[src/fbe_pkg.sv]
// package: constants for the flash block erase sequencer
package fbe_pkg;
   // ***************************************************
   // memory control register layout
   // ***************************************************
   localparam int FBE_CTRL_W = 8;
   localparam int FBE_BIT_RD = 0;
   localparam int FBE_BIT_WR = 1;
   localparam int FBE_BIT_WRITE_ENABLE_BIT = 2;
   localparam int FBE_BIT_WRITE_ERROR_FLAG = 3;
   localparam int FBE_BIT_FREE = 4;
   localparam int FBE_BIT_CONFIG_SPACE_SELECT = 6;
   localparam int FBE_BIT_PGM = 7;
   localparam logic [7:0] FBE_CTRL_RST = 8'h00;
   // ***************************************************
   // unlock keys and pointer fields
   // ***************************************************
   localparam logic [7:0] FBE_KEY1 = 8'h55;
   localparam logic [7:0] FBE_KEY2 = 8'haa;
   localparam int FBE_PTR_W = 22;
   localparam int FBE_BLK_LSB = 6;
   localparam int FBE_BLK_W = FBE_PTR_W - FBE_BLK_LSB;
   // ***************************************************
   // timing
   // ***************************************************
   localparam int FBE_CLK_MHZ = 250;
   localparam int FBE_TIW_US = 1000;
   localparam int FBE_TIW_CYC = FBE_TIW_US * FBE_CLK_MHZ;
   // ***************************************************
   // host register offsets (command/pointer/status/interrupt/mask) and command codes
   // ***************************************************
   localparam int FBE_AW = 4;
   localparam logic [3:0] FBE_REG_CMD = 4'h0;
   localparam logic [3:0] FBE_REG_PTR = 4'h1;
   localparam logic [3:0] FBE_REG_STAT = 4'h2;
   localparam logic [3:0] FBE_REG_INT = 4'h3;
   localparam logic [3:0] FBE_REG_MASK = 4'h4;
   localparam logic [2:0] FBE_OP_CTRL = 3'h1;
   localparam logic [2:0] FBE_OP_KEY = 3'h2;
   localparam logic [2:0] FBE_OP_PTR = 3'h3;
   localparam logic [2:0] FBE_OP_RDCTRL = 3'h4;
   localparam logic [2:0] FBE_OP_RDKEY = 3'h5;
endpackage

[src/fbe_if.sv]
// interface: core-side bus between host end and erase sequencer
`timescale 1ns/1ps
interface fbe_if;
   logic ctrl_wr;
   logic ctrl_rd;
   logic [7:0] ctrl_wdata;
   logic [7:0] ctrl_rdata;
   logic key_wr;
   logic key_rd;
   logic [7:0] key_wdata;
   logic [7:0] key_rdata;
   logic ptr_wr;
   logic [21:0] ptr_wdata;
   logic cpu_stall;
   logic nvm_done_flag;
   logic nvm_done_clr;
   logic [15:0] erase_block;
   logic erase_pulse;
   modport device (
      input ctrl_wr, ctrl_rd, ctrl_wdata, key_wr, key_rd, key_wdata, ptr_wr,
      ptr_wdata, nvm_done_clr,
      output ctrl_rdata, key_rdata, cpu_stall, nvm_done_flag, erase_block,
      erase_pulse
   );
   modport host (
      output ctrl_wr, ctrl_rd, ctrl_wdata, key_wr, key_rd, key_wdata, ptr_wr,
      ptr_wdata, nvm_done_clr,
      input ctrl_rdata, key_rdata, cpu_stall, nvm_done_flag, erase_block,
      erase_pulse
   );
endinterface

[src/fbe_device.sv]
// module: flash block erase sequencer, device end
`timescale 1ns/1ps
// Summary of operation
// - erase whole blocks of 32 or 64 words
// - no single-word erase, block is minimum
// - block chosen by pointer bits 21:6, bits 21:7 on large parts
// - pointer bits 5:0 ignored on erase
// - firmware sets program, enable, erase bits first
// - firmware clears configuration select bit
// - 0x55 then 0xAA then start bit
// - firmware masks interrupts around unlock
// - start after unlock with erase begins cycle
// - core stalled during whole erase cycle
// - timer expiry ends cycle, core resumes
// - start bit set-only, hardware clears it
// - error flag set on start, cleared normally
// - done flag set on completion, firmware clears
// - enable clear at reset, key reads zero
module fbe_device
   import fbe_pkg::*;
#(
   parameter int TIW_CYCLES = fbe_pkg::FBE_TIW_CYC,
   parameter bit LARGE_MEM = 1'b0
) (
   input wire logic sys_clk,
   input wire logic rst,
   fbe_if.device bus
);
   import fbe_pkg::*;

   typedef enum logic [1:0] {FBE_K_IDLE, FBE_K_ONE, FBE_K_TWO} fbe_key_t;

   logic [7:0] ctrl, next_ctrl;
   logic [21:0] ptr, next_ptr;
   fbe_key_t key, next_key;
   logic [31:0] tmr, next_tmr;
   logic busy, next_busy;
   logic done, next_done;
   logic pulse, next_pulse;
   logic [7:0] rdata, next_rdata;
   logic [15:0] blk, next_blk;
   logic start_ok;
   logic done_set;

   // ***************************************************
   // unlock and start
   // ***************************************************
   assign start_ok = bus.ctrl_wr && bus.ctrl_wdata[FBE_BIT_WR] && !ctrl[FBE_BIT_WR]
      && key == FBE_K_TWO && ctrl[FBE_BIT_WRITE_ENABLE_BIT] && !busy;

   // ***************************************************
   // unlock key order
   // ***************************************************
   // 0x55 always restarts the order and any other write but the expected next key breaks it, so an
   // interrupt handler touching the port between keys voids the unlock
   always_comb begin
      next_key = key;
      if (start_ok) begin
         // a used unlock is spent; the next start needs fresh keys
         next_key = FBE_K_IDLE;
      end else if (bus.key_wr) begin
         if (bus.key_wdata == FBE_KEY1) begin
            next_key = FBE_K_ONE;
         end else if (bus.key_wdata == FBE_KEY2 && key == FBE_K_ONE) begin
            next_key = FBE_K_TWO;
         end else begin
            next_key = FBE_K_IDLE;
         end
      end else if (bus.ctrl_wr || bus.ptr_wr) begin
         next_key = FBE_K_IDLE;
      end
   end

   always_ff @(posedge sys_clk) begin
      if (rst) begin
         key <= FBE_K_IDLE;
      end else begin
         key <= next_key;
      end
   end

   // ***************************************************
   // table pointer
   // ***************************************************
   // pointer frozen while busy so the erased block cannot move mid-cycle
   always_comb begin
      next_ptr = ptr;
      if (bus.ptr_wr && !busy) begin
         next_ptr = bus.ptr_wdata;
      end
   end

   always_ff @(posedge sys_clk) begin
      if (rst) begin
         ptr <= '0;
      end else begin
         ptr <= next_ptr;
      end
   end

   // ***************************************************
   // completion flag
   // ***************************************************
   // completion and clear in one cycle: completion wins, so firmware that
   // clears late never loses a finished operation
   assign done_set = (busy && tmr == 32'd0) || (!busy && ctrl[FBE_BIT_WR] && !start_ok);

   always_comb begin
      next_done = done;
      if (done_set) begin
         next_done = 1'b1;
      end else if (bus.nvm_done_clr) begin
         next_done = 1'b0;
      end
   end

   always_ff @(posedge sys_clk) begin
      if (rst) begin
         done <= 1'b0;
      end else begin
         done <= next_done;
      end
   end

   // ***************************************************
   // control read port
   // ***************************************************
   // read data live for one cycle only, zero otherwise
   always_comb begin
      next_rdata = 8'h00;
      if (bus.ctrl_rd) begin
         next_rdata = ctrl;
      end
   end

   always_ff @(posedge sys_clk) begin
      if (rst) begin
         rdata <= 8'h00;
      end else begin
         rdata <= next_rdata;
      end
   end

   always_comb begin
      next_ctrl = ctrl;
      next_tmr = tmr;
      next_busy = busy;
      next_pulse = 1'b0;
      next_blk = blk;
      if (bus.ctrl_wr && !busy) begin
         next_ctrl[FBE_BIT_PGM] = bus.ctrl_wdata[FBE_BIT_PGM];
         next_ctrl[FBE_BIT_CONFIG_SPACE_SELECT] = bus.ctrl_wdata[FBE_BIT_CONFIG_SPACE_SELECT];
         next_ctrl[FBE_BIT_FREE] = bus.ctrl_wdata[FBE_BIT_FREE];
         next_ctrl[FBE_BIT_WRITE_ENABLE_BIT] = bus.ctrl_wdata[FBE_BIT_WRITE_ENABLE_BIT];
         // error flag is software-clearable only
         next_ctrl[FBE_BIT_WRITE_ERROR_FLAG] = ctrl[FBE_BIT_WRITE_ERROR_FLAG] & bus.ctrl_wdata[FBE_BIT_WRITE_ERROR_FLAG];
      end
      if (start_ok) begin
         next_ctrl[FBE_BIT_WR] = 1'b1;
         next_ctrl[FBE_BIT_WRITE_ERROR_FLAG] = 1'b1;
         // only a program-space block erase runs the long cycle here
         if (bus.ctrl_wdata[FBE_BIT_PGM] && !bus.ctrl_wdata[FBE_BIT_CONFIG_SPACE_SELECT]
            && bus.ctrl_wdata[FBE_BIT_FREE]) begin
            next_busy = 1'b1;
            next_tmr = 32'(TIW_CYCLES - 1);
            next_pulse = 1'b1;
            // low bits dropped, on large parts bit 6 too (128-byte block)
            next_blk = ptr[21:6];
            if (LARGE_MEM) begin
               next_blk[0] = 1'b0;
            end
         end
      end
      if (busy) begin
         if (tmr == 32'd0) begin
            next_busy = 1'b0;
            next_ctrl[FBE_BIT_WR] = 1'b0;
            next_ctrl[FBE_BIT_WRITE_ERROR_FLAG] = 1'b0;
         end else begin
            next_tmr = tmr - 32'd1;
         end
      end else if (ctrl[FBE_BIT_WR] && !start_ok) begin
         // non-erase start: complete at once, no long cycle
         next_ctrl[FBE_BIT_WR] = 1'b0;
         next_ctrl[FBE_BIT_WRITE_ERROR_FLAG] = 1'b0;
      end
   end

   always_ff @(posedge sys_clk) begin
      if (rst) begin
         ctrl <= FBE_CTRL_RST;
         tmr <= '0;
         busy <= 1'b0;
         pulse <= 1'b0;
         blk <= '0;
      end else begin
         ctrl <= next_ctrl;
         tmr <= next_tmr;
         busy <= next_busy;
         pulse <= next_pulse;
         blk <= next_blk;
      end
   end

   assign bus.ctrl_rdata = rdata;
   assign bus.key_rdata = 8'h00;
   assign bus.cpu_stall = busy;
   assign bus.nvm_done_flag = done;
   assign bus.erase_block = blk;
   assign bus.erase_pulse = pulse;
endmodule

[src/flat_wrapper.sv]
// flat-port wrapper written by rule: the top's interface ports become plain ports
module fbe_device_flat import fbe_pkg::*;
#(
   parameter int TIW_CYCLES = fbe_pkg::FBE_TIW_CYC,
   parameter bit LARGE_MEM = 1'b0
)
  (sys_clk, rst, bus_ctrl_wr, bus_ctrl_rd, bus_ctrl_wdata, bus_key_wr, bus_key_rd, bus_key_wdata, bus_ptr_wr, bus_ptr_wdata, bus_nvm_done_clr, bus_ctrl_rdata, bus_key_rdata, bus_cpu_stall, bus_nvm_done_flag, bus_erase_block, bus_erase_pulse);
  fbe_if bus_i ();
  input wire logic sys_clk;
  input wire logic rst;
  input wire logic [$bits(bus_i.ctrl_wr)-1:0] bus_ctrl_wr;
  input wire logic [$bits(bus_i.ctrl_rd)-1:0] bus_ctrl_rd;
  input wire logic [$bits(bus_i.ctrl_wdata)-1:0] bus_ctrl_wdata;
  input wire logic [$bits(bus_i.key_wr)-1:0] bus_key_wr;
  input wire logic [$bits(bus_i.key_rd)-1:0] bus_key_rd;
  input wire logic [$bits(bus_i.key_wdata)-1:0] bus_key_wdata;
  input wire logic [$bits(bus_i.ptr_wr)-1:0] bus_ptr_wr;
  input wire logic [$bits(bus_i.ptr_wdata)-1:0] bus_ptr_wdata;
  input wire logic [$bits(bus_i.nvm_done_clr)-1:0] bus_nvm_done_clr;
  output wire logic [$bits(bus_i.ctrl_rdata)-1:0] bus_ctrl_rdata;
  output wire logic [$bits(bus_i.key_rdata)-1:0] bus_key_rdata;
  output wire logic [$bits(bus_i.cpu_stall)-1:0] bus_cpu_stall;
  output wire logic [$bits(bus_i.nvm_done_flag)-1:0] bus_nvm_done_flag;
  output wire logic [$bits(bus_i.erase_block)-1:0] bus_erase_block;
  output wire logic [$bits(bus_i.erase_pulse)-1:0] bus_erase_pulse;
  assign bus_i.ctrl_wr = bus_ctrl_wr;
  assign bus_i.ctrl_rd = bus_ctrl_rd;
  assign bus_i.ctrl_wdata = bus_ctrl_wdata;
  assign bus_i.key_wr = bus_key_wr;
  assign bus_i.key_rd = bus_key_rd;
  assign bus_i.key_wdata = bus_key_wdata;
  assign bus_i.ptr_wr = bus_ptr_wr;
  assign bus_i.ptr_wdata = bus_ptr_wdata;
  assign bus_i.nvm_done_clr = bus_nvm_done_clr;
  assign bus_ctrl_rdata = bus_i.ctrl_rdata;
  assign bus_key_rdata = bus_i.key_rdata;
  assign bus_cpu_stall = bus_i.cpu_stall;
  assign bus_nvm_done_flag = bus_i.nvm_done_flag;
  assign bus_erase_block = bus_i.erase_block;
  assign bus_erase_pulse = bus_i.erase_pulse;
  fbe_device #(.TIW_CYCLES(TIW_CYCLES), .LARGE_MEM(LARGE_MEM)) u_core (.sys_clk(sys_clk), .rst(rst), .bus(bus_i));
endmodule
[config.mk]
export PLATFORM = sky130hd
export DESIGN_NAME = fbe_device_flat
export DESIGN_NICKNAME = d
export VERILOG_FILES = /design/src/fbe_pkg.sv /design/src/fbe_if.sv /design/src/fbe_device.sv /design/src/flat_wrapper.sv
export SDC_FILE = /design/constraint.sdc
export NUM_CORES = 1
export LEC_CHECK = 0
export ABC_AREA = 1
export BUFFER_PORTS_ARGS = -buffer_cell sky130_fd_sc_hd__buf_2
export CAP_MARGIN = 30
export CORE_UTILIZATION = 50
export CTS_CLUSTER_DIAMETER = 100
export DETAILED_ROUTE_END_ITERATION = 10
export HOLD_SLACK_MARGIN = 0.05
export PLACE_DENSITY = 0.84
export SLEW_MARGIN = 40
export SYNTH_ARGS = -nofsm -noshare
export SYNTH_HDL_FRONTEND = slang
export SYNTH_SLANG_ARGS = --single-unit
[constraint.sdc]
create_clock -name sys_clk -period 2.1 [get_ports sys_clk]
set_input_delay 0.315 -clock sys_clk [delete_from_list [all_inputs] [get_ports sys_clk]]
set_output_delay 0.315 -clock sys_clk [all_outputs]
set_load 0.02 [all_outputs]
After elaboration in Yosys (flattened, before gate mapping)
Cells that the tools add are included.
- bits in registers: 87
- latch bits: 0
- bits in writable memories: 0
- memory bits (read-only): 0
- output and inout bits: 35
- memories kept: 0
- $add $sub $neg: 1
- $mul: 0
- divide/modulo/power cells: 0
- order comparisons: 0
- eq/ne operators: 4
- shifts and indexed selects: 0
- muxes and demuxes: 24
- bitwise gates (word level): 3
- reduce and logical (&&, ||, !) cells: 27
- operators by type and width (kind ; number):
    2-to-1 mux 32 bit ; 4
    logical NOT 32 bit ; 1
    subtractor 32 x 1 -> 32 bit (second input constant) ; 1
    2-to-1 mux 1 bit ; 15
    logical AND 1 bit ; 14
    2-to-1 mux 2 bit ; 5
    equality test 8 x 7 -> 1 bit (second input constant) ; 1
    equality test 8 bit (second input constant) ; 1
    OR reduction 2 bit ; 3
    logical NOT 1 bit ; 4
    nonzero test 2 bit ; 2
    equality test 2 x 1 -> 1 bit (second input constant) ; 1
    equality test 2 bit (second input constant) ; 1
    logical OR 1 bit ; 2
    NOT 1 bit ; 2
    AND reduction 2 bit ; 1
    AND 1 bit ; 1

Depth between registers and ports, before layout
Gate-level depths: netlist of the first run.
- depth after elaboration: 9
- mapped depth: 11
- mapped depth without buffers: 11

Worst setup path before layout of the first run
Ideal clock, no wire load.
- path type: flip-flop to flip-flop
- from: register u_core.tmr[0]
- to: register u_core.tmr[30]
- setup time: 0.113 ns
- arrival: 1.433 ns
- data required time: 1.987 ns
- setup slack: 0.554 ns
- cell stages (with the launch flop): 10
- buffers on the path: 0
- clock period less this slack: 1.546 ns
- path through: dfxtp_1 > inv_1 > ha_1 > nand2_1 > nor2_2 > nand3_1 > nor3_1 > nand3_1 > nor2_1 > nor2_1
- longest elaborated chain between the ends: 3
- elaborated cells between the ends (all ways): 4
- classes of those cells: add/sub (1); mux (2); reduce/logical (1)
- RTL lines (item ; RTL line ; RTL):
    from (decl) ; fbe_device.sv:36 ; logic [31:0] tmr, next_tmr;
    from (signal assigned) ; fbe_device.sv:198 ; tmr <= next_tmr;
    subtractor 32 x 1 -> 32 bit / logical NOT 32 bit (equally long branches) ; fbe_device.sv:180, fbe_device.sv:175 ;
    2-to-1 mux 32 bit * ; fbe_device.sv:175 ; if (tmr == 32'd0) begin
    2-to-1 mux 32 bit * ; fbe_device.sv:174 ; if (busy) begin
Mark *: on every way between the ends. The rest lies on a longest branch, timed or not.
A chain may end at the register's enable or synchronous reset.

Worst setup path after layout of the first run
- from: register u_core.tmr[0]
- to: register u_core.tmr[28]
Same word-level chain as after synthesis.

==> out/qor.yml, run 1 <==
floorplan:
  die_width_um: 89.0
  std_cell_rows: 31
  die_y_um: 89.0
  initial_core_util_pct: 52.0
  pin_count: 81
  die_area_mm2: 0.00793
  coreArea_mm2: 0.00729
cells_and_area:
  final-seq-area_mm2: 0.00162
  layout.nets: 663
  final_cell_count_no_fill: 718
  layout-drive-gt1-share_pct: 16.3
  fill_cells: 675
  mostFrequentLayoutCells: "127 x nor2_1, 118 x nand2_1, 81 x dfxtp_1"
  n_antenna_cell: 0
  final_common_cell: "nor2_1"
  area_delta_synth_final_pct: 14.4
  multi_input_area_mm2: 0.00188
placement:
  io_buffers: 61
  place.gp.congestion: 0.916
  dp_cells: 703
  hpwl_um: 6210
critical_path:
  r2r-start: "u_core.tmr[0]"
  r2r_end: "u_core.tmr[28]"
  startpoint: "u_core.tmr[0]"
  setup.worst_path.start_class: "flop"
  critPathKind: "flop to flop"
  cp-end-kind: "flop"
  path_max_fanout: 5
  required_ns: 2.36
  worstSetupEndpoint: "u_core.tmr[28]"
  rr_worst_depth: 11
  arrival_ns: 2.08
  reg2reg_setup_slack_ns: 0.27
outcome:
  status: "finished clean"
power_and_ir_drop:
  leakagePower_nw: 2.11
  ir_drop_mv: 0.401
  power.density_mw_per_mm2: 642
timing:
  setup_tns_ns: 0
  timing.fmax_mhz: 548
  setup_violations: 0
  fin_crit_sh_pct: 86.9
  worstMarginPinSlew_ns: 0.556
  fin_crit_ns: 1.83
  relSlewSlack_pct: 62.9
  rsz0062_at_grt: "no"
  final-hold-violation-count: 0
  maxSlewViolCount: 0
  skew_ns: 0.00716
synth:
  synth_area_leaders: "dfxtp_1 43%, nor2_1 13%, nand2_1 12%"
  synth-async-reset-ratio_pct: 0
  synth_edf_count: 0
  synth_top_area_share_pct: 42.8
  synthCells: 553
  yosysUniqueCellTypes: 31
  synth-warning-count: 0
  synth-main-ff-cell: "dfxtp_1"
  synth_seq_area_share_pct: 42.8
  yosysTopAreaCell: "dfxtp_1"
  syn_area_mm2: 0.00379
  avgSynthCellArea_um2: 6.85
  synth-seq-cells: 81
cts:
  htreeDepth: 3
  cts_buffer_depth: 2
  clkSlewWorstSetupHoldPaths_ns: 0.09
  clkSinkCount: 81
  cts_resized: 0
  post_cts_buffers: 0
  ctsHoldBuffers: 0
  root_buffer: "clkbuf_8"
  clk_latency_ns: 0.36
  tritoncts: "done"
  cts_buffers: 9
global_routing:
  antenna_found_initial: 0
  grt_usage_pct: 24.3
  grt_pass1_vias: 3414
  grt_pass1_wl_um: 14800
  grt_max_degree: 31
  grt_overflow: 0
route:
  detail-route-antenna-nets: 0
  drc: 0
  routedWlPerCell_um: 12.0
  drt_iter0_drc: 220
  drt-vias-per-instance: 4.98
  firstDrtPassIters: 5
  vias: 3576
  drt_wl_total_um: 8640
run:
  cap_violations: 0
hold_path:
  hold_depth: 3
  hold_path_class: "input pin to flop"
==> synth_stat cells (3+ instances only) <==
library cell and count:
nand2_2 3, nand2_1 118, buf_2 3, o21ai_0 34
nor2_1 128, xnor2_1 8, xor2_1 5, nor2_2 5
clkbuf_1 8, o21ai_1 4, a21oi_1 45, dfxtp_1 81
nand3_1 30, inv_1 36, buf_4 14, nor3_1 5
nand4_1 6
==> cell families (layout without fill, tap and decap cells) <==
group | Yosys count | after routing | share of synthesized area (%)
buffers and inverters | 66 | 123 | 8.42
xor gates and xnor gates | 13 | 13 | 3.01
other | 1 | 10 | 0.0990
AOI/OAI and AO/OA | 84 | 84 | 11.4
adders and majority gates | 2 | 2 | 0.660
DFF | 81 | 81 | 42.8
and+or+nand+nor | 306 | 306 | 33.6
==> worst min-delay path by stage <==
stage / startpoint / end / slack (ns)
after floorplan: u_core.ctrl[3] / u_core.bus.ctrl_rdata[3] / 0.40
after global placement: u_core.ctrl[3] / u_core.bus.ctrl_rdata[3] / 0.41
after detailed placement: u_core.ctrl[4] / u_core.bus.ctrl_rdata[4] / 0.43
after CTS: bus_ptr_wdata[20] / u_core.ptr[20] / 0.17
after global routing: bus_ptr_wdata[19] / u_core.ptr[19] / 0.19
final: bus_ptr_wdata[20] / u_core.ptr[20] / 0.18
==> per-layer routing <==
metal  vias up  wire, um  track usage (%)
met5         -         0                0
met4         0        98             12.8
met3         8       485             5.26
met2        94      4140             41.0
met1      1608      3920             29.2
li1       1866         -                -
==> critical path: stages, from the launching register on <==
cell	delay [ns]
dfxtp_1	0.30
inv_1	0.12
ha_1	0.27
nand2_1	0.13
inv_1	0.09
nand2_1	0.06
nor2_1	0.18
nand3_1	0.19
nor2_1	0.18
nand3_1	0.09
nand2_1	0.07
nor2_1	0.03
==> state kept, by name (all words and copies together) (netlist names) <==
register,flops
u_core.key,2
u_core.ctrl,6
u_core.tmr,32
u_core.bus.cpu_stall,1
u_core.bus.erase_pulse,1
u_core.ptr,16
u_core.bus.nvm_done_flag,1
u_core.bus.ctrl_rdata,6
u_core.bus.erase_block,16
==> power by group <==
part	total (W)	internal, W	switching [W]	leakage (nW)
combinational	0.000147	0.0000507	0.0000964	1.37
clock	0.00106	0.000495	0.000566	0.0891
sequential	0.00158	0.00156	0.0000120	0.658
total	0.00278	0.00211	0.000674	2.11
==> layout make-up <==
class | count | area share (%)
repair buffers | 69 | 8.72
clock inverters | 3 | 0.577
flip-flops and latches | 81 | 37.4
clock buffers | 12 | 3.58
multi-input cells | 415 | 43.5
inverters | 39 | 3.38
well taps | 99 | 2.86
==> per-stage QoR <==
stage / hold slack [ns] / setup WS [ns] / cell area (um2) / utilization, % / total power (W)
global route: 0.186 / 0.0434 / 4330 / 59.4 / 0.00289
floorplan: 0.405 / 0.554 / 3820 / - / 0.00171
finish: 0.181 / 0.274 / 4330 / 59.4 / 0.00278
CTS: 0.171 / 0.277 / 4330 / 59.4 / 0.00279
detailed placement: 0.431 / 0.312 / 4150 / 57.0 / 0.00176
global placement: 0.412 / 0.126 / 4150 / 56.9 / 0.00175
No activity file was read; power rests on OpenSTA's default activity.
==> run 2, diff against run 1 <==
ABC_AREA = default   (was 1)
PLACE_DENSITY = 0.85   (was 0.84)
==> run 2 against run 1 <==
  * The run now ends with DRC, setup timing left
  * Non-clock buffer count rose by 57
  * Global-route usage rose by 2.0 points
  * Sequential cell count stayed put
  * Critical path type unchanged
  * Largest power group unchanged
==> out/qor.yml, run 2 <==
cts:
  cts_buffers: 9  # unchanged
  htreeDepth: 3  # unchanged
  tritoncts: "done"
  root_buffer: "clkbuf_8"
  cts_buffer_depth: 2  # unchanged
  clkSlewWorstSetupHoldPaths_ns: 0.08  # about the same
  ctsHoldBuffers: 0  # unchanged
  clkSinkCount: 81  # unchanged
  clk_latency_ns: 0.36  # about the same
run:
  cap_violations: 0  # unchanged
route:
  firstDrtPassIters: 10  # +5
  drt_iter0_drc: 284  # +29%
  routedWlPerCell_um: 16.1  # +33%
  drc: 2  # +2
  drt-vias-per-instance: 5.62  # +13%
  detail-route-antenna-nets: 0  # unchanged
  drt_wl_total_um: 9980  # +16%
  vias: 3494  # -2.3%
power_and_ir_drop:
  p_seq_share_pct: 52.7  # -3.9 points
  power_frac_clock_pct: 42.4  # +4.3 points
  power.density_mw_per_mm2: 631  # -1.7%
  switchingPower_w: 0.000694  # +2.9%
  leakagePower_nw: 1.96  # -7.2%
  comb_power_share_pct: 4.9  # -0.4 points
  power_w: 0.00298  # +6.9%
  swShare_pct: 23.3  # -0.92 points
  ir_drop_mv: 0.542  # +35%
  p_int_w: 0.00228  # +8.2%
critical_path:
  setup.worst_path.start_class: "flop"
  reg2reg_setup_slack_ns: -0.12  # -0.39 ns
  cp_slowest_cell: "or4_4"
  r2r_end: "u_core.tmr[13]"
  required_ns: 2.35  # about the same
  cp-end-kind: "flop"
  rr_worst_depth: 7  # -4
  arrival_ns: 2.47  # +0.39 ns
  crit_path_frequent_cell: "nand4_1"
  path_max_fanout: 3  # -2
  critPathKind: "flop to flop"
  slowest_delay_ns: 0.58  # +0.28 ns
  r2r-start: "u_core.tmr[7]"
  cp_cell_sequence: "or4_4, nor4_4, nand4_1, buf_4, nand4_1, xor2_1, nor2_1"
floorplan:
  initial_core_util_pct: 51.7  # -0.26 points
  coreArea_mm2: 0.00679  # -6.8%
  die_y_um: 85.8  # -3.6%
  pin_count: 81  # unchanged
  std_cell_rows: 30  # -3.2%
  die_area_mm2: 0.00736  # -7.1%
  die_width_um: 85.8  # -3.6%
timing:
  setup_violations: 32  # +32
  relSlewSlack_pct: 64.8  # +1.9 points
  fin_crit_sh_pct: 106  # +19 points
  maxSlewViolCount: 0  # unchanged
  timing.fmax_mhz: 451  # -18%
  worstMarginPinSlew_ns: 0.528  # -0.0280 ns
  rsz0062_at_grt: "yes"
  holdWs_ns: 0.178  # -0.00238 ns
  skew_ns: 0.00985  # +0.00269 ns
  fin_crit_ns: 2.22  # +0.394 ns
  final-hold-violation-count: 0  # unchanged
  setup_tns_ns: -1.65  # -1.65 ns
  finalWorstSetupSlack_ns: -0.120  # -0.394 ns
synth:
  netlist_top_cells_count: "81 x dfxtp_1, 70 x nand2_1, 45 x a21oi_1, 39 x nor2_1, 18 x clkbuf_1"
  yosysTopAreaCell: "dfxtp_1"
  synth-async-reset-ratio_pct: 0  # unchanged
  yosysUniqueCellTypes: 51  # +65%
  synthCells: 410  # -26%
  synth_area_leaders: "dfxtp_1 46%, nand2_1 7.5%, a21oi_1 6.4%"
  syn_area_mm2: 0.00351  # -7.3%
  synth-main-ff-cell: "dfxtp_1"
  synth-seq-cells: 81  # unchanged
  synth_seq_area_share_pct: 46.2  # +3.4 points
  synth_top_area_share_pct: 46.2  # +3.4 points
  yosysMostFrequentCell: "dfxtp_1"
  synth_edf_count: 0  # unchanged
  synth-warning-count: 0  # unchanged
  avgSynthCellArea_um2: 8.57  # +25%
cells_and_area:
  mostFrequentLayoutCells: "79 x dfxtp_1, 67 x nand2_1, 61 x buf_2"
  layout.nets: 570  # -14%
  regMostFlops: "u_core.tmr"
  largest_register_ffs: 32  # unchanged
  n_antenna_cell: 0  # unchanged
  area_delta_synth_final_pct: 34.3
  layout-drive-gt1-share_pct: 35.9  # +20 points
  fin_util_pct: 69.4  # +10 points
  final_common_cell: "dfxtp_1"
placement:
  io_buffers: 61  # unchanged
  pre_cts_ws_ns: -0.204  # -0.516 ns
  hpwl_um: 6150  # -0.92%
  place.gp.congestion: 0.830  # -9.3%
global_routing:
  grt_overflow: 0  # unchanged
  grt_max_degree: 23  # -26%
  grt_pass1_vias: 3299  # -3.4%
  grt_usage_pct: 26.4  # +2.0 points
  grt_pass1_wl_um: 15000  # +1.4%
  antenna_found_initial: 0  # unchanged
outcome:
  status: "finished with violations"
  violations: "DRC, setup timing"
hold_path:
  hold_depth: 3  # unchanged
  hold_path_startpoint: "bus_ptr_wdata[11]"
  min_to: "u_core.ptr[11]"
  hold_path_class: "input pin to flop"
run 2: cell types whose count changed after synthesis, moves of 6 or more:
cell	change
clkbuf_1	+10
nor2_1	-89
o21ai_0	-32
nor3_1	+10
and2_1	+6
inv_1	-32
nand2_1	-48
nand3_1	-26
run 2: worst max-delay path, delay by kind of cell, from the launching register on:
kind | cells | cell delay, ns
buf+inv | 1 | 0.21
flops | 1 | 0.32
simple gates | 5 | 1.36
xor+xnor | 1 | 0.23
run 2: per-layer routing:
| metal | up-vias | GRT usage [%] | wire [um] |
|---|---|---|---|
| met5 | - | 0 | 0 |
| met4 | 0 | 15.6 | 390 |
| met3 | 40 | 4.81 | 540 |
| met2 | 177 | 46.0 | 5090 |
| met1 | 1651 | 30.2 | 3970 |
| li1 | 1626 | - | - |
run 2: repair_timing:
action	4_1_cts	5_1_grt
resized for setup	26	16
cloned	0	0
pin swaps	13	15
setup endpoints to repair	34	35
setup buffers	7	1
run 2: kinds of logic after synthesis:
group / synth area share (%)
other: 0.107
adders and majority gates: 0.712
buffers and inverters: 5.52
AOI/OAI and AO/OA: 11.1
and+or+nand+nor: 31.0
DFF: 46.2
muxes: 1.14
xor gates and xnor gates: 4.24
run 2: how the worst max path moves through the flow:
stage,start,endpoint,slack (ns),cells after the start
after floorplan,u_core.tmr[15],u_core.tmr[25],-0.1,7
after global placement,u_core.tmr[0],u_core.tmr[12],-0.11,8
after detailed placement,u_core.tmr[14],u_core.tmr[30],-0.20,7
after CTS,u_core.tmr[7],u_core.tmr[30],-0.08,7
after global routing,u_core.tmr[14],u_core.tmr[13],-0.22,7
final,u_core.tmr[7],u_core.tmr[13],-0.12,7
run 2: per-stage QoR:
step	cells	instance area (um2)
6_report	622	4720
5_1_grt	622	4720
4_1_cts	621	4650
3_5_place_dp	599	4260
3_3_place_gp	599	4260
2_1_floorplan	419	3600
run 2: layout make-up:
type / count / area (um2)
inverters: 4 / 15.0
flip-flops and latches: 81 / 1620
fillers: 479 / 2080
clock inverters: 6 / 92.6
repair buffers: 126 / 827
multi-input cells: 300 / 1910
well taps: 96 / 120
clock buffers: 9 / 124
run 2: power by group through the flow:
stage | clock network [W] | registers, W | logic (W)
floorplan | 0 | 0.00160 | 0.0000933
global placement | 0 | 0.00160 | 0.000138
detailed placement | 0 | 0.00160 | 0.000142
CTS | 0.00126 | 0.00157 | 0.000143
global route | 0.00133 | 0.00157 | 0.000160
finish | 0.00126 | 0.00157 | 0.000146
==> run 3, diff against run 2 <==
BUFFER_PORTS_ARGS = -buffer_cell sky130_fd_sc_hd__buf_4   (was -buffer_cell sky130_fd_sc_hd__buf_2)
SETUP_SLACK_MARGIN = 0.4   (was default)
==> run 3 against run 2 <==
  * Total power decreased by 4.6%
  * Worst setup slack better by 0.026 ns
  * Sequential share of layout area down 1.5 points
  * Fmax is 1.2% higher
  * Wire length grew 3.8%
  * Global-route usage down 0.80 points
  * Cell area grew 5.4%
  * The flow finishes with violations (setup timing)
  * Die area stayed put
  * Cell count grew 0.16%
  * Via count is 1.3% higher
  * Utilization rose by 3.7 points
==> out/qor.yml, run 3 (same netlist as run 2, synthesis figures left out) <==
cells_and_area:
  regMostFlops: "u_core.tmr"
  fin_area_mm2: 0.00497  # +5.4%
  final_common_cell: "buf_4"
  mostFrequentLayoutCells: "111 x buf_4, 71 x dfxtp_1, 61 x nand2_1"
  fin_util_pct: 73.1  # +3.7 points
  area_delta_synth_final_pct: 41.5
  layout-drive-gt1-share_pct: 39.8  # +3.9 points
  fill_cells: 426  # -11%
  layout.nets: 570  # unchanged
  largest_register_ffs: 32  # unchanged
  n_antenna_cell: 0  # unchanged
power_and_ir_drop:
  power.density_mw_per_mm2: 572  # -9.4%
  ir_drop_mv: 0.625  # +15%
  leakagePower_nw: 2.03  # +3.6%
global_routing:
  antenna_found_initial: 0  # unchanged
  grt_max_degree: 37  # +61%
  grt_usage_pct: 25.6  # -0.80 points
  grt_util_met1_pct: 28.8  # -1.3 points
  met2_usage_pct: 46.2  # +0.15 points
  grt_pass1_vias: 3275  # -0.73%
  busiest_layer: "met2"
  use_met3_pct: 4.91  # +0.096 points
  grt_pass1_wl_um: 14700  # -2.1%
  grt_overflow: 0  # unchanged
critical_path:
  path_max_fanout: 6  # +3
  r2r_end: "u_core.tmr[30]"
  setup.worst_path.start_class: "flop"
  required_ns: 2.40  # +0.05 ns
  crit_buf_inv: 0  # -1
  cp_cell_sequence: "or4_4, nor4_4, nand2_2, or3_1, o31a_1, nor2_1"
  critPathKind: "flop to flop"
  rr_worst_depth: 6  # -1
  arrival_ns: 2.50  # +0.03 ns
  cp_top_family: "simple AND/OR/NAND/NOR gates"
  r2r-start: "u_core.tmr[16]"
  reg2reg_setup_slack_ns: -0.09  # +0.03 ns
  cp_slowest_cell: "or4_4"
  slowest_delay_ns: 0.58  # about the same
  cp-end-kind: "flop"
timing:
  rsz0062_at_grt: "yes"
  skew_ns: 0.0123  # +0.00244 ns
  setup_violations: 22  # -31%
  finalWorstSetupSlack_ns: -0.0934  # +0.0261 ns
  final-hold-violation-count: 0  # unchanged
  timing.fmax_mhz: 456  # +1.2%
  maxSlewViolCount: 0  # unchanged
  fin_crit_ns: 2.19  # -0.0261 ns
  fin_crit_sh_pct: 104  # -1.2 points
outcome:
  violations: "setup timing"
  status: "finished with violations"
route:
  detail-route-antenna-nets: 0  # unchanged
  drt-vias-per-instance: 5.68  # +1.1%
  drc: 0  # -2
  vias: 3538  # +1.3%
  drt_iter0_drc: 222  # -22%
  routedWlPerCell_um: 16.6  # +3.6%
  firstDrtPassIters: 5  # -5
  drt_wl_total_um: 10400  # +3.8%
cts:
  htreeDepth: 3  # unchanged
  tritoncts: "done"
  root_buffer: "clkbuf_8"
  clkSinkCount: 81  # unchanged
  clk_latency_ns: 0.37  # about the same
  clkSlewWorstSetupHoldPaths_ns: 0.10  # +0.02 ns
  cts_buffer_depth: 2  # unchanged
  ctsHoldBuffers: 0  # unchanged
  cts_buffers: 9  # unchanged
hold_path:
  hold_depth: 3  # unchanged
  min_to: "u_core.ctrl[2]"
  hold_path_startpoint: "bus_ctrl_wdata[2]"
  hold_path_class: "input pin to flop"
floorplan:
  initial_core_util_pct: 51.7  # unchanged
  die_y_um: 85.8  # unchanged
  std_cell_rows: 30  # unchanged
  die_area_mm2: 0.00736  # unchanged
  coreArea_mm2: 0.00679  # unchanged
  pin_count: 81  # unchanged
  die_width_um: 85.8  # unchanged
placement:
  hpwl_um: 5910  # -3.9%
  place.gp.congestion: 0.826  # -0.47%
  place_area_mm2: 0.00437  # +2.5%
  io_buffers: 61  # unchanged
run:
  cap_violations: 0  # unchanged
-- run 3: cell types whose count changed in the layout (fill, tap and decap cells not counted), moves of 7 or more --
| cell | delta |
|---|---|
| a21oi_1 | -7 |
| a21oi_2 | +7 |
| dfxtp_1 | -8 |
| buf_4 | +55 |
| dfxtp_2 | +7 |
| buf_2 | -61 |
-- run 3: area by class of cell --
class | count | area (um2) | share of cell area (%)
tap | 96 | 120 | 2.42
clock inverter | 6 | 47.5 | 0.957
sequential | 81 | 1640 | 32.9
clock buffer | 10 | 138 | 2.77
multi-input combinational | 300 | 1980 | 39.8
inverter | 4 | 18.8 | 0.378
timing repair buffer | 126 | 1030 | 20.7
-- run 3: worst max path at each step --
| stage | endpoint | startpoint | depth (start not counted) | slack, ns |
|---|---|---|---|---|
| 2_1_floorplan | u_core.tmr[25] | u_core.tmr[15] | 7 | -0.09 |
| 3_3_place_gp | u_core.tmr[17] | u_core.tmr[14] | 6 | -0.10 |
| 3_5_place_dp | u_core.tmr[17] | u_core.tmr[14] | 6 | -0.14 |
| 4_1_cts | u_core.tmr[25] | u_core.tmr[16] | 6 | -0.05 |
| 5_1_grt | u_core.tmr[5] | u_core.tmr[9] | 8 | -0.17 |
| 6_report | u_core.tmr[30] | u_core.tmr[16] | 6 | -0.09 |
-- run 3: routing by layer --
layer | routed length (um) | share of wire [%]
met1 | 4040 | 39
met2 | 5290 | 51
met3 | 589 | 5.7
met4 | 439 | 4.2
met5 | 0 | 0
-- run 3: worst reg2reg max path: cells and delay by family (launching register included) --
kind | cells | cell delay, ns
flops | 1 | 0.33
simple gates | 5 | 1.56
compound gates | 1 | 0.25
-- run 3: power breakdown --
part | switching, W | leakage, nW | total (W) | internal (W)
Combinational | 0.0000923 | 1.28 | 0.000165 | 0.0000728
Sequential | 0.0000134 | 0.662 | 0.00157 | 0.00156
Clock | 0.000629 | 0.0902 | 0.00110 | 0.000475
Total | 0.000735 | 2.03 | 0.00284 | 0.00210
-- run 3: timing repair --
action	in CTS	in global routing
cloned	0	2
endpoints found under the setup margin	37	55
setup buffers	7	12
pin swaps	29	16
gates resized for setup	28	37
-- run 3: per-stage QoR --
step	cells	power (W)	setup slack (ns)	TNS, ns	hold WS (ns)
after floorplan	419	0.00170	-0.0949	-0.392	0.430
after global placement	586	0.00176	-0.101	-0.700	0.436
after detailed placement	586	0.00176	-0.139	-1.35	0.444
after CTS	609	0.00283	-0.0494	-0.230	0.171
after global routing	623	0.00291	-0.171	-2.86	0.182
final	623	0.00284	-0.0934	-0.832	0.180
